### src/inc/pmt_pkg.sv
// package: register map, field positions and bus carriers of the pwm and measure timers
package pmt_pkg;

  // ****************************************
  // register byte addresses
  // ****************************************
  localparam int PMT_ADDR_W = 8;
  localparam logic [PMT_ADDR_W-1:0] OFF_PWM_MODE = 8'h00;
  localparam logic [PMT_ADDR_W-1:0] OFF_PWM_DATA = 8'h04;
  localparam logic [PMT_ADDR_W-1:0] OFF_MEAS_MODE = 8'h08;
  localparam logic [PMT_ADDR_W-1:0] OFF_MEAS_DATA = 8'h0c;
  localparam logic [PMT_ADDR_W-1:0] OFF_START = 8'h10;
  localparam logic [PMT_ADDR_W-1:0] OFF_IRQ = 8'h14;

  // ****************************************
  // field positions and encodings
  // ****************************************
  localparam int A_BIT_RISE = 3;
  localparam int A_BIT_EXT = 4;
  localparam int A_BIT_8BIT = 5;
  localparam int SRC_LO = 6;
  localparam int SRC_HI = 7;
  localparam logic [2:0] A_MODE_PWM = 3'h7;
  localparam int B_BIT_E2 = 2;
  localparam int B_BIT_E3 = 3;
  localparam int B_BIT_OVF = 5;
  localparam logic [1:0] B_MODE_TIMER = 2'h0;
  localparam logic [1:0] B_MODE_EVENT = 2'h1;
  localparam logic [1:0] B_MODE_MEAS = 2'h2;
  localparam logic [1:0] EV_FALL = 2'h0;
  localparam logic [1:0] EV_RISE = 2'h1;
  localparam logic [1:0] EV_BOTH = 2'h2;
  localparam int START_PWM = 0;
  localparam int START_MEAS = 1;
  localparam int IRQ_PWM = 0;
  localparam int IRQ_MEAS = 1;

  // ****************************************
  // reset values and counting limits
  // ****************************************
  localparam logic [7:0] MODE_RST = 8'h00;
  localparam logic [15:0] DATA_RST = 16'h0000;
  localparam logic [15:0] PWM16_LAST = 16'hfffe;
  localparam logic [7:0] PWM8_LAST = 8'hfe;
  localparam logic [15:0] CNT_MAX = 16'hffff;
  localparam int DIV_W = 9;
  localparam logic [DIV_W-1:0] SRC_MASK0 = 9'h001;
  localparam logic [DIV_W-1:0] SRC_MASK1 = 9'h007;
  localparam logic [DIV_W-1:0] SRC_MASK2 = 9'h01f;
  localparam logic [DIV_W-1:0] SRC_MASK3 = 9'h0ff;

  typedef enum logic {PWM_IDLE, PWM_RUN} pmt_pwm_state_e;

  typedef struct packed {
    logic read;
    logic write;
    logic [PMT_ADDR_W-1:0] address;
    logic [31:0] writedata;
    logic [3:0] byteenable;
  } pmt_avs_req_s;

  typedef struct packed {
    logic [31:0] readdata;
    logic waitrequest;
  } pmt_avs_rsp_s;

  // one-cycle count source tick from the shared divider
  function automatic logic src_tick(input logic [DIV_W-1:0] div, input logic [1:0] sel);
    logic [DIV_W-1:0] m;
    m = SRC_MASK0;
    case (sel)
      2'h1: m = SRC_MASK1;
      2'h2: m = SRC_MASK2;
      2'h3: m = SRC_MASK3;
      default: m = SRC_MASK0;
    endcase
    return (div & m) == '0;
  endfunction

endpackage

### src/design/pmt_timers.sv
// design: pwm timer and measure timer behind an avalon-mm slave
`timescale 1ns/1ps

// How it works
// - mode bit 5 low picks the 16-bit modulator, high the 8-bit one.
// - with software trigger, modulation starts once the start bit is one.
// - with external trigger, a chosen trigger edge while started begins modulation.
// - halted writes load reload and counter; running ignores further triggers.
// - 16-bit output is high m ticks in a 65535-tick period.
// - every falling edge of the pulse output sets the interrupt request bit.
// - reload copies into the counter just before each rising edge.
// - reading the modulating timer gives no meaningful count.
// - 8-bit mode low byte is a prescaler of period n+1 ticks.
// - 8-bit mode high byte modulates on prescaler pulses, period 255 of them.
// - measure timer mode bits 1:0 choose timer, event or measurement mode.
// - mode bits 7:6 choose the count source; counting follows start bit.
// - counter counts down, at zero sets request, reloads and keeps going.
// - halted writes load both; busy writes load reload only; counter readable.
// - event mode bits 3:2 choose falling, rising or both input edges.
// - measurement bit 3 low gives period, high gives width between edges.
// - a measuring edge copies counter to reload, clears it, then requests.
// - first capture after start set raises no interrupt request.
// - measurement mode reads return the captured reload value.
// - overflow flag sets at zero, clears on mode write, resets to one.
module pmt_timers (
  input wire logic clk_sys,
  input wire logic arst_n,
  input wire pmt_pkg::pmt_avs_req_s avs_req,
  output pmt_pkg::pmt_avs_rsp_s avs_rsp,
  input wire logic pwm_trigger_input,
  input wire logic measure_event_input,
  output logic pwm_pulse_output,
  output logic pwm_irq_request,
  output logic measure_irq_request
);
  import pmt_pkg::*;

  // ****************************************
  // declarations
  // ****************************************
  logic [1:0] pin_s1_r;
  logic [1:0] pin_s2_r;
  logic [1:0] pin_d_r;
  logic [1:0] pin_rise;
  logic [1:0] pin_fall;
  logic [DIV_W-1:0] div_r;
  pmt_avs_rsp_s rsp_r;
  logic [31:0] rd_nxt;
  logic wr_en;
  logic wr_pwm_mode;
  logic wr_pwm_data;
  logic wr_meas_mode;
  logic wr_meas_data;
  logic wr_start;
  logic wr_irq;
  logic [7:0] pwm_mode_r;
  logic [7:0] meas_mode_r;
  logic ovf_r;
  logic [1:0] start_r;
  logic pwm_irq_r;
  logic meas_irq_r;
  pmt_pwm_state_e pwm_state_r;
  logic [15:0] pwm_reload_r;
  logic [15:0] pwm_cnt_r;
  logic [15:0] pwm_ph_r;
  logic pwm_out_r;
  logic [15:0] pwm_wdata;
  logic pwm_tick;
  logic pwm_is_mod;
  logic pwm_8;
  logic pwm_go;
  logic pwm_last;
  logic [15:0] pwm_width;
  logic pwm_out_nxt;
  logic pwm_fall;
  logic [15:0] meas_reload_r;
  logic [15:0] meas_cnt_r;
  logic meas_first_r;
  logic [15:0] meas_wdata;
  logic [1:0] bmode;
  logic [1:0] ev_sel;
  logic meas_tick;
  logic b_run;
  logic ev_hit;
  logic meas_edge;
  logic down_step;
  logic down_zero;
  logic cap;
  logic up_step;
  logic up_wrap;

  // merge 16-bit data under the two low byte enables
  function automatic logic [15:0] be_merge(input logic [15:0] old, input logic [31:0] wd,
                                           input logic [3:0] be);
    logic [15:0] r;
    r = old;
    if (be[0]) begin
      r[7:0] = wd[7:0];
    end
    if (be[1]) begin
      r[15:8] = wd[15:8];
    end
    return r;
  endfunction

  // ****************************************
  // pin synchronisers and edge detection
  // ****************************************
  // two flops per pin, a third flop for edges on the settled value
  always_ff @(posedge clk_sys or negedge arst_n) begin
    if (!arst_n) begin
      pin_s1_r <= 2'h0;
      pin_s2_r <= 2'h0;
      pin_d_r <= 2'h0;
    end else begin
      pin_s1_r <= {measure_event_input, pwm_trigger_input};
      pin_s2_r <= pin_s1_r;
      pin_d_r <= pin_s2_r;
    end
  end
  assign pin_rise = pin_s2_r & ~pin_d_r;
  assign pin_fall = ~pin_s2_r & pin_d_r;

  // free-running divider feeding both count sources
  always_ff @(posedge clk_sys or negedge arst_n) begin
    if (!arst_n) begin
      div_r <= '0;
    end else begin
      div_r <= div_r + 1'b1;
    end
  end

  // ****************************************
  // avalon-mm slave
  // ****************************************
  // a write lands on the edge where waitrequest is seen low
  assign wr_en = avs_req.write & ~rsp_r.waitrequest;
  assign wr_pwm_mode = wr_en && (avs_req.address == OFF_PWM_MODE);
  assign wr_pwm_data = wr_en && (avs_req.address == OFF_PWM_DATA);
  assign wr_meas_mode = wr_en && (avs_req.address == OFF_MEAS_MODE);
  assign wr_meas_data = wr_en && (avs_req.address == OFF_MEAS_DATA);
  assign wr_start = wr_en && (avs_req.address == OFF_START);
  assign wr_irq = wr_en && (avs_req.address == OFF_IRQ);
  assign pwm_wdata = be_merge(pwm_reload_r, avs_req.writedata, avs_req.byteenable);
  assign meas_wdata = be_merge(meas_reload_r, avs_req.writedata, avs_req.byteenable);

  // read mux; unmapped addresses read zero
  always_comb begin
    rd_nxt = 32'h0000_0000;
    case (avs_req.address)
      OFF_PWM_MODE: rd_nxt = {24'h00_0000, pwm_mode_r};
      OFF_PWM_DATA: rd_nxt = 32'h0000_0000; // modulating count not readable
      OFF_MEAS_MODE: rd_nxt = {24'h00_0000, meas_mode_r[7:6], ovf_r, meas_mode_r[4:0]};
      OFF_MEAS_DATA: begin
        if (bmode == B_MODE_MEAS) begin
          rd_nxt = {16'h0000, meas_reload_r}; // captured value
        end else begin
          rd_nxt = {16'h0000, meas_cnt_r}; // live count
        end
      end
      OFF_START: rd_nxt = {30'h0000_0000, start_r};
      OFF_IRQ: rd_nxt = {30'h0000_0000, meas_irq_r, pwm_irq_r};
      default: rd_nxt = 32'h0000_0000;
    endcase
  end

  // one wait state, then answer for one cycle
  always_ff @(posedge clk_sys or negedge arst_n) begin
    if (!arst_n) begin
      rsp_r <= '{readdata: 32'h0000_0000, waitrequest: 1'b1};
    end else if (rsp_r.waitrequest && (avs_req.read || avs_req.write)) begin
      rsp_r.waitrequest <= 1'b0;
      rsp_r.readdata <= rd_nxt;
    end else begin
      rsp_r.waitrequest <= 1'b1;
    end
  end
  assign avs_rsp = rsp_r;

  // ****************************************
  // control registers
  // ****************************************
  // mode and start registers
  always_ff @(posedge clk_sys or negedge arst_n) begin
    if (!arst_n) begin
      pwm_mode_r <= MODE_RST;
      meas_mode_r <= MODE_RST;
      start_r <= 2'h0;
    end else begin
      if (wr_pwm_mode) begin
        pwm_mode_r <= avs_req.writedata[7:0];
      end
      if (wr_meas_mode) begin
        meas_mode_r <= avs_req.writedata[7:0];
      end
      if (wr_start) begin
        start_r <= avs_req.writedata[1:0]; // shared start address
      end
    end
  end

  // overflow flag: set wins over the clearing mode write
  always_ff @(posedge clk_sys or negedge arst_n) begin
    if (!arst_n) begin
      ovf_r <= 1'b1;
    end else if (down_zero || up_wrap) begin
      ovf_r <= 1'b1;
    end else if (wr_meas_mode) begin
      ovf_r <= 1'b0;
    end
  end

  // interrupt request bits, write one to clear, set wins
  always_ff @(posedge clk_sys or negedge arst_n) begin
    if (!arst_n) begin
      pwm_irq_r <= 1'b0;
      meas_irq_r <= 1'b0;
    end else begin
      if (pwm_fall) begin
        pwm_irq_r <= 1'b1;
      end else if (wr_irq && avs_req.writedata[IRQ_PWM]) begin
        pwm_irq_r <= 1'b0;
      end
      if (down_zero || (cap && !meas_first_r)) begin
        meas_irq_r <= 1'b1;
      end else if (wr_irq && avs_req.writedata[IRQ_MEAS]) begin
        meas_irq_r <= 1'b0;
      end
    end
  end

  // ****************************************
  // pwm timer
  // ****************************************
  assign pwm_tick = src_tick(div_r, pwm_mode_r[SRC_HI:SRC_LO]);
  assign pwm_is_mod = pwm_mode_r[2:0] == A_MODE_PWM;
  assign pwm_8 = pwm_mode_r[A_BIT_8BIT];
  // software trigger or selected trigger pin edge, only while started
  assign pwm_go = pwm_is_mod && start_r[START_PWM] &&
                  (!pwm_mode_r[A_BIT_EXT] ||
                   (pwm_mode_r[A_BIT_RISE] ? pin_rise[0] : pin_fall[0]));
  assign pwm_last = pwm_8 ? (pwm_ph_r[7:0] == PWM8_LAST) : (pwm_ph_r == PWM16_LAST);
  assign pwm_width = pwm_8 ? {8'h00, pwm_cnt_r[15:8]} : pwm_cnt_r;
  assign pwm_out_nxt = (pwm_state_r == PWM_RUN) && (pwm_ph_r < pwm_width);
  assign pwm_fall = pwm_out_r && !pwm_out_nxt;

  // run state: once running, triggers are not looked at
  always_ff @(posedge clk_sys or negedge arst_n) begin
    if (!arst_n) begin
      pwm_state_r <= PWM_IDLE;
    end else begin
      unique case (pwm_state_r)
        PWM_IDLE: begin
          if (pwm_go) begin
            pwm_state_r <= PWM_RUN;
          end
        end
        PWM_RUN: begin
          if (!start_r[START_PWM] || !pwm_is_mod) begin
            pwm_state_r <= PWM_IDLE;
          end
        end
      endcase
    end
  end

  // reload register: any write lands here
  always_ff @(posedge clk_sys or negedge arst_n) begin
    if (!arst_n) begin
      pwm_reload_r <= DATA_RST;
    end else if (wr_pwm_data) begin
      pwm_reload_r <= pwm_wdata;
    end
  end

  // counter and phase of the modulator
  always_ff @(posedge clk_sys or negedge arst_n) begin
    if (!arst_n) begin
      pwm_cnt_r <= DATA_RST;
      pwm_ph_r <= 16'h0000;
    end else if (pwm_state_r == PWM_IDLE) begin
      pwm_ph_r <= 16'h0000;
      if (wr_pwm_data) begin
        pwm_cnt_r <= pwm_wdata; // halted write loads the counter too
      end else if (pwm_go) begin
        pwm_cnt_r <= pwm_reload_r;
      end
    end else if (pwm_tick) begin
      if (!pwm_8) begin
        if (pwm_last) begin
          pwm_ph_r <= 16'h0000;
          pwm_cnt_r <= pwm_reload_r; // just before the rise
        end else begin
          pwm_ph_r <= pwm_ph_r + 16'h0001;
        end
      end else if (pwm_cnt_r[7:0] == 8'h00) begin
        pwm_cnt_r[7:0] <= pwm_reload_r[7:0]; // prescaler pulse and reload
        if (pwm_last) begin
          pwm_ph_r <= 16'h0000;
          pwm_cnt_r[15:8] <= pwm_reload_r[15:8];
        end else begin
          pwm_ph_r <= pwm_ph_r + 16'h0001;
        end
      end else begin
        pwm_cnt_r[7:0] <= pwm_cnt_r[7:0] - 8'h01;
      end
    end
  end

  // pulse output
  always_ff @(posedge clk_sys or negedge arst_n) begin
    if (!arst_n) begin
      pwm_out_r <= 1'b0;
    end else begin
      pwm_out_r <= pwm_out_nxt;
    end
  end

  // ****************************************
  // measure timer
  // ****************************************
  assign bmode = meas_mode_r[1:0];
  assign ev_sel = {meas_mode_r[B_BIT_E3], meas_mode_r[B_BIT_E2]};
  assign meas_tick = src_tick(div_r, meas_mode_r[SRC_HI:SRC_LO]);
  assign b_run = start_r[START_MEAS];

  // counted edge in event mode
  always_comb begin
    ev_hit = 1'b0;
    case (ev_sel)
      EV_FALL: ev_hit = pin_fall[1];
      EV_RISE: ev_hit = pin_rise[1];
      EV_BOTH: ev_hit = pin_rise[1] | pin_fall[1];
      default: ev_hit = 1'b0;
    endcase
  end

  // measuring edge: period uses one edge kind, width uses both
  assign meas_edge = meas_mode_r[B_BIT_E3] ? (pin_rise[1] | pin_fall[1]) :
                     (meas_mode_r[B_BIT_E2] ? pin_rise[1] : pin_fall[1]);
  assign down_step = b_run && (((bmode == B_MODE_TIMER) && meas_tick) ||
                               ((bmode == B_MODE_EVENT) && ev_hit));
  assign down_zero = down_step && (meas_cnt_r == 16'h0000);
  assign cap = b_run && (bmode == B_MODE_MEAS) && meas_edge;
  assign up_step = b_run && (bmode == B_MODE_MEAS) && meas_tick && !cap;
  assign up_wrap = up_step && (meas_cnt_r == CNT_MAX);

  // reload: capture buffer in measurement mode, else write target
  always_ff @(posedge clk_sys or negedge arst_n) begin
    if (!arst_n) begin
      meas_reload_r <= DATA_RST;
    end else if (cap) begin
      meas_reload_r <= meas_cnt_r;
    end else if (wr_meas_data) begin
      meas_reload_r <= meas_wdata;
    end
  end

  // counter
  always_ff @(posedge clk_sys or negedge arst_n) begin
    if (!arst_n) begin
      meas_cnt_r <= DATA_RST;
    end else if (cap) begin
      meas_cnt_r <= 16'h0000; // restart from next tick
    end else if (wr_meas_data && !b_run) begin
      meas_cnt_r <= meas_wdata;
    end else if (down_zero) begin
      meas_cnt_r <= meas_reload_r;
    end else if (down_step) begin
      meas_cnt_r <= meas_cnt_r - 16'h0001;
    end else if (up_step) begin
      meas_cnt_r <= meas_cnt_r + 16'h0001;
    end
  end

  // first capture after starting raises no request
  always_ff @(posedge clk_sys or negedge arst_n) begin
    if (!arst_n) begin
      meas_first_r <= 1'b1;
    end else if (!b_run) begin
      meas_first_r <= 1'b1;
    end else if (cap) begin
      meas_first_r <= 1'b0;
    end
  end

  assign pwm_pulse_output = pwm_out_r;
  assign pwm_irq_request = pwm_irq_r;
  assign measure_irq_request = meas_irq_r;
endmodule

### config.mk
export PLATFORM = sky130hd
export DESIGN_NAME = pmt_timers
export DESIGN_NICKNAME = d
export VERILOG_FILES = /design/src/inc/pmt_pkg.sv /design/src/design/pmt_timers.sv
export SDC_FILE = /design/constraint.sdc
export NUM_CORES = 1
export LEC_CHECK = 0
export ABC_AREA = 1
export BUFFER_PORTS_ARGS = -buffer_cell sky130_fd_sc_hd__buf_4
export CAP_MARGIN = 20
export CORE_MARGIN = 2
export CORE_UTILIZATION = 60
export DETAILED_ROUTE_END_ITERATION = 16
export PLACE_DENSITY = 0.81
export SETUP_SLACK_MARGIN = 0.2
export SYNTH_ARGS = -nofsm -noshare
export SYNTH_HDL_FRONTEND = slang
export SYNTH_SLANG_ARGS = --single-unit
### constraint.sdc
create_clock -name clk_sys -period 7.2 [get_ports clk_sys]
set_input_delay 0 -clock clk_sys [delete_from_list [all_inputs] [get_ports clk_sys]]
set_output_delay 0 -clock clk_sys [all_outputs]
set_load 0.05 [all_outputs]
==> flow_summary.toml <==
[critical_path]
crit_path_end_kind = "flop"
crit_chain = "inv_1, ha_1, nand2_1, nand3_1, a21oi_1, nand2_1, inv_1, ha_1, nand2_1, nand3_1, nand2_1, nand2_1, nand3_1, nand2_1, nand2_1, nand3_1, nand3_1, nand2_1, nand2_1, nand2_1"
cpPeakStageDelay_ps = 430
crit_type = "flop to flop"
cp.depth = 20
cp.required_ps = 7520
cp-start-kind = "flop"
critPathMaxFanout = 15
crit_arrival_ps = 3740
timing.critical_path.buf_inv = 2
slowest_stage = "inv_1"
path_common_cell = "nand2_1"
r2r_cells = 20
crit_family = "simple AND/OR/NAND/NOR gates"

[floorplanning]
dieArea_sq_mm = 0.0153
die_w_um = 124
initial_core_util_pct = 61.7
rows = 43
dieHeight_um = 124
ios = 86
core_area_sq_mm = 0.0139

[sta]
max_slew_margin_pct = 37.6
fmax_ghz = 0.292
period_share_pct = 47.5
rsz0062_at_grt = "no"
tns_ps = 0
hold_slack_ps = 68.4
hold_violations = 0
setup_violations = 0
slew_viol_final = 0
tightest_slew_ps = 932
fin_crit_ps = 3420
fin_skew_ps = 8.69

[cells_and_area]
n_antenna_cell = 0
nets = 1333
multi_input_area_sq_mm = 0.00455
fin_cells = 1439
areaGrowthSynthToFinish_pct = 13.8
fillers = 1168
ff_latch_area_sq_mm = 0.00336
finalInstanceArea_sq_mm = 0.00978
drive_gt1_share_pct = 10.6

[detailed_routing]
avgRoutedWirePerCell_um = 15.9
drtAntennaViolNets = 0
drc = 0
drt_iter0_markers = 847
dr.pass1.iters = 9
routed_via_density = 5.75
vias = 8277
drt-total-wl_mm = 22.9

[grt]
grt_pass1_wl_mm = 37.7
grt_overflow = 0
antenna_found_initial = 0
grt_max_degree = 70
grt_pass1_vias = 7768
grt_util_all_layers_pct = 31.8

[logic_synthesis]
syn_avg_cell_area_sq_um = 7.23
netlist_area_sq_mm = 0.00859
ys_seq_area_share_pct = 39.1
synth_seq_cells = 134
yosys-top-cells-area = "dfrtp_1 (38%), nand2_1 (17%), o21ai_0 (8.3%)"
syn_inst = 1188
synth.top_cell.area_share_pct = 38.1
synth_top_area_cell = "dfrtp_1"
synth.distinct_cells = 51
yosysWarnings = 0

[job]
maxCapViolCount = 0

[pwr]
p_leak_nw = 5.02
p_per_area_mw_per_mm2 = 181
vdd_drop_max_mv = 0.178
p_total_mw = 1.77

[placed_design]
dp.cells = 1387
gp_congestion = 0.898
placed_area_sq_mm = 0.00901
portBuffers = 51
dp_hpwl_mm = 15.9

[clock_tree]
insertion_delay_ps = 430
clk_pin_slew_worst_paths_ps = 60
post_cts_resized = 0
cts_buffers = 17
cts.sink_count = 134
htree_num_levels = 4
clk_path_buf_depth = 2
cts_root_buffer = "clkbuf_16"
cts_tree = "done"

[min_path]
hp-class = "input pin to flop"
min_path_cells = 5

[status]
status = "finished clean"
## cell usage after synthesis (all sizes together)
cell type	instances
nand2	393
o21ai	155
dfrtp	131
inv	118
nor2	86
nand3	74
a21oi	37
ha	35
buf	29
xor2	24
clkbuf	21
nand4	17
nor3	15
o211ai	11
xnor2	5
o31ai	4
dfstp	3
nand3b	3
nor4	3
o21a	3
o21bai	3
a21boi	2
clkinv	2
mux2i	2
o221ai	2
or2	2
a211oi	1
a21o	1
a31oi	1
a32oi	1
and2	1
bufinv	1
conb	1
fa	1
## sequential cells by signal, summed over array words and instances (netlist names), 2 cells and up
| name | flops |
|---|---|
| start_r | 2 |
| pwm_mode_r | 8 |
| pin_d_r | 2 |
| meas_mode_r | 7 |
| div_r | 8 |
| pin_s1_r | 2 |
| pwm_ph_r | 16 |
| pwm_reload_r | 16 |
| avs_rsp | 17 |
| pin_s2_r | 2 |
| pwm_cnt_r | 16 |
| meas_cnt_r | 16 |
| meas_reload_r | 16 |
## final cells by class
cell class	instances	share of cell area, %
Clock buffer	20	4.67
Clock inverter	11	1.04
Tap cell	180	2.30
Inverter	121	4.80
Multi-Input combinational cell	898	46.5
Timing Repair Buffer	75	6.33
Sequential cell	134	34.3
## cell families (layout without fill, tap and decap cells)
logic type      Yosys count  after routing  synth area share [%]
simple gates            594            594                  29.2
compound gates          221            221                  14.4
buf+inv                 171            227                  8.76
flops                   134            134                  39.1
fa+ha+maj                36             36                  5.33
xor+xnor                 29             29                  2.96
mux                       2              2                 0.233
other cells               1             16                0.0436
## power breakdown
group          total [mW]  internal, mW  switching, mW
Sequential          0.785         0.771         0.0145
Combinational       0.155        0.0480          0.107
Clock               0.831         0.490          0.341
## worst register-to-register path, stage by stage (launching register included)
cell	delay, ps
dfrtp_1	370
inv_1	50
ha_1	280
nand2_1	80
nand3_1	80
a21oi_1	310
nand2_1	170
inv_1	430
ha_1	410
nand2_1	120
nand3_1	170
nand2_1	100
nand2_1	90
nand3_1	120
nand2_1	60
nand2_1	60
nand3_1	100
nand3_1	130
nand2_1	70
nand2_1	60
nand2_1	50
## metrics by stage
step	worst slack [ps]	util, %
2_1_floorplan	4430	-
3_5_place_dp	3800	64.6
6_report	3780	70.2
3_3_place_gp	3900	64.6
5_1_grt	3440	70.2
4_1_cts	3780	70.2
## worst paths after layout
kind / start / endpoint / slack (ps)
max: pin_s2_r[1]$_DFF_PN0_ / meas_cnt_r[14]$_DFFE_PN0P_ / 3780
min: avs_req[1] / meas_cnt_r[9]$_DFFE_PN0P_ / 70
max reg2reg: pin_s2_r[1]$_DFF_PN0_ / meas_cnt_r[14]$_DFFE_PN0P_ / 3780
min reg2reg: pin_s1_r[1]$_DFF_PN0_ / pin_s2_r[1]$_DFF_PN0_ / 350
max in group asynchronous: arst_n / pwm_ph_r[15]$_DFFE_PN0P_ / 5730
min in group asynchronous: arst_n / pwm_reload_r[3]$_DFFE_PN0P_ / 140
## placed cells by master, fill, tap and decap left out, drive strengths merged, types with 4 or more instances in the layout
| cell | instances |
|---|---|
| ha | 35 |
| nor3 | 15 |
| clkinvlp | 4 |
| o21ai | 155 |
| nand3 | 74 |
| nor2 | 86 |
| dfrtp | 131 |
| nand2 | 393 |
| buf | 54 |
| clkinv | 7 |
| o211ai | 11 |
| dlygate4sd3 | 21 |
| o31ai | 4 |
| inv | 119 |
| clkbuf | 20 |
| a21oi | 37 |
| xnor2 | 5 |
| nand4 | 17 |
| conb | 16 |
| xor2 | 24 |
## routing by layer
layer	part of all wire, %	vias to the layer above	global-route usage, %
li1	-	3951	-
met1	42	3901	40.6
met2	48	357	53.4
met3	6.8	68	5.82
met4	2.9	0	12.6
met5	0	-	0
## timing repair
item / in CTS / in global routing
hold buffers: 21 / 0
hold endpoints to repair: 106 / 0
buffers inserted: 0 / 0
(Power assumes the default switching activity.)
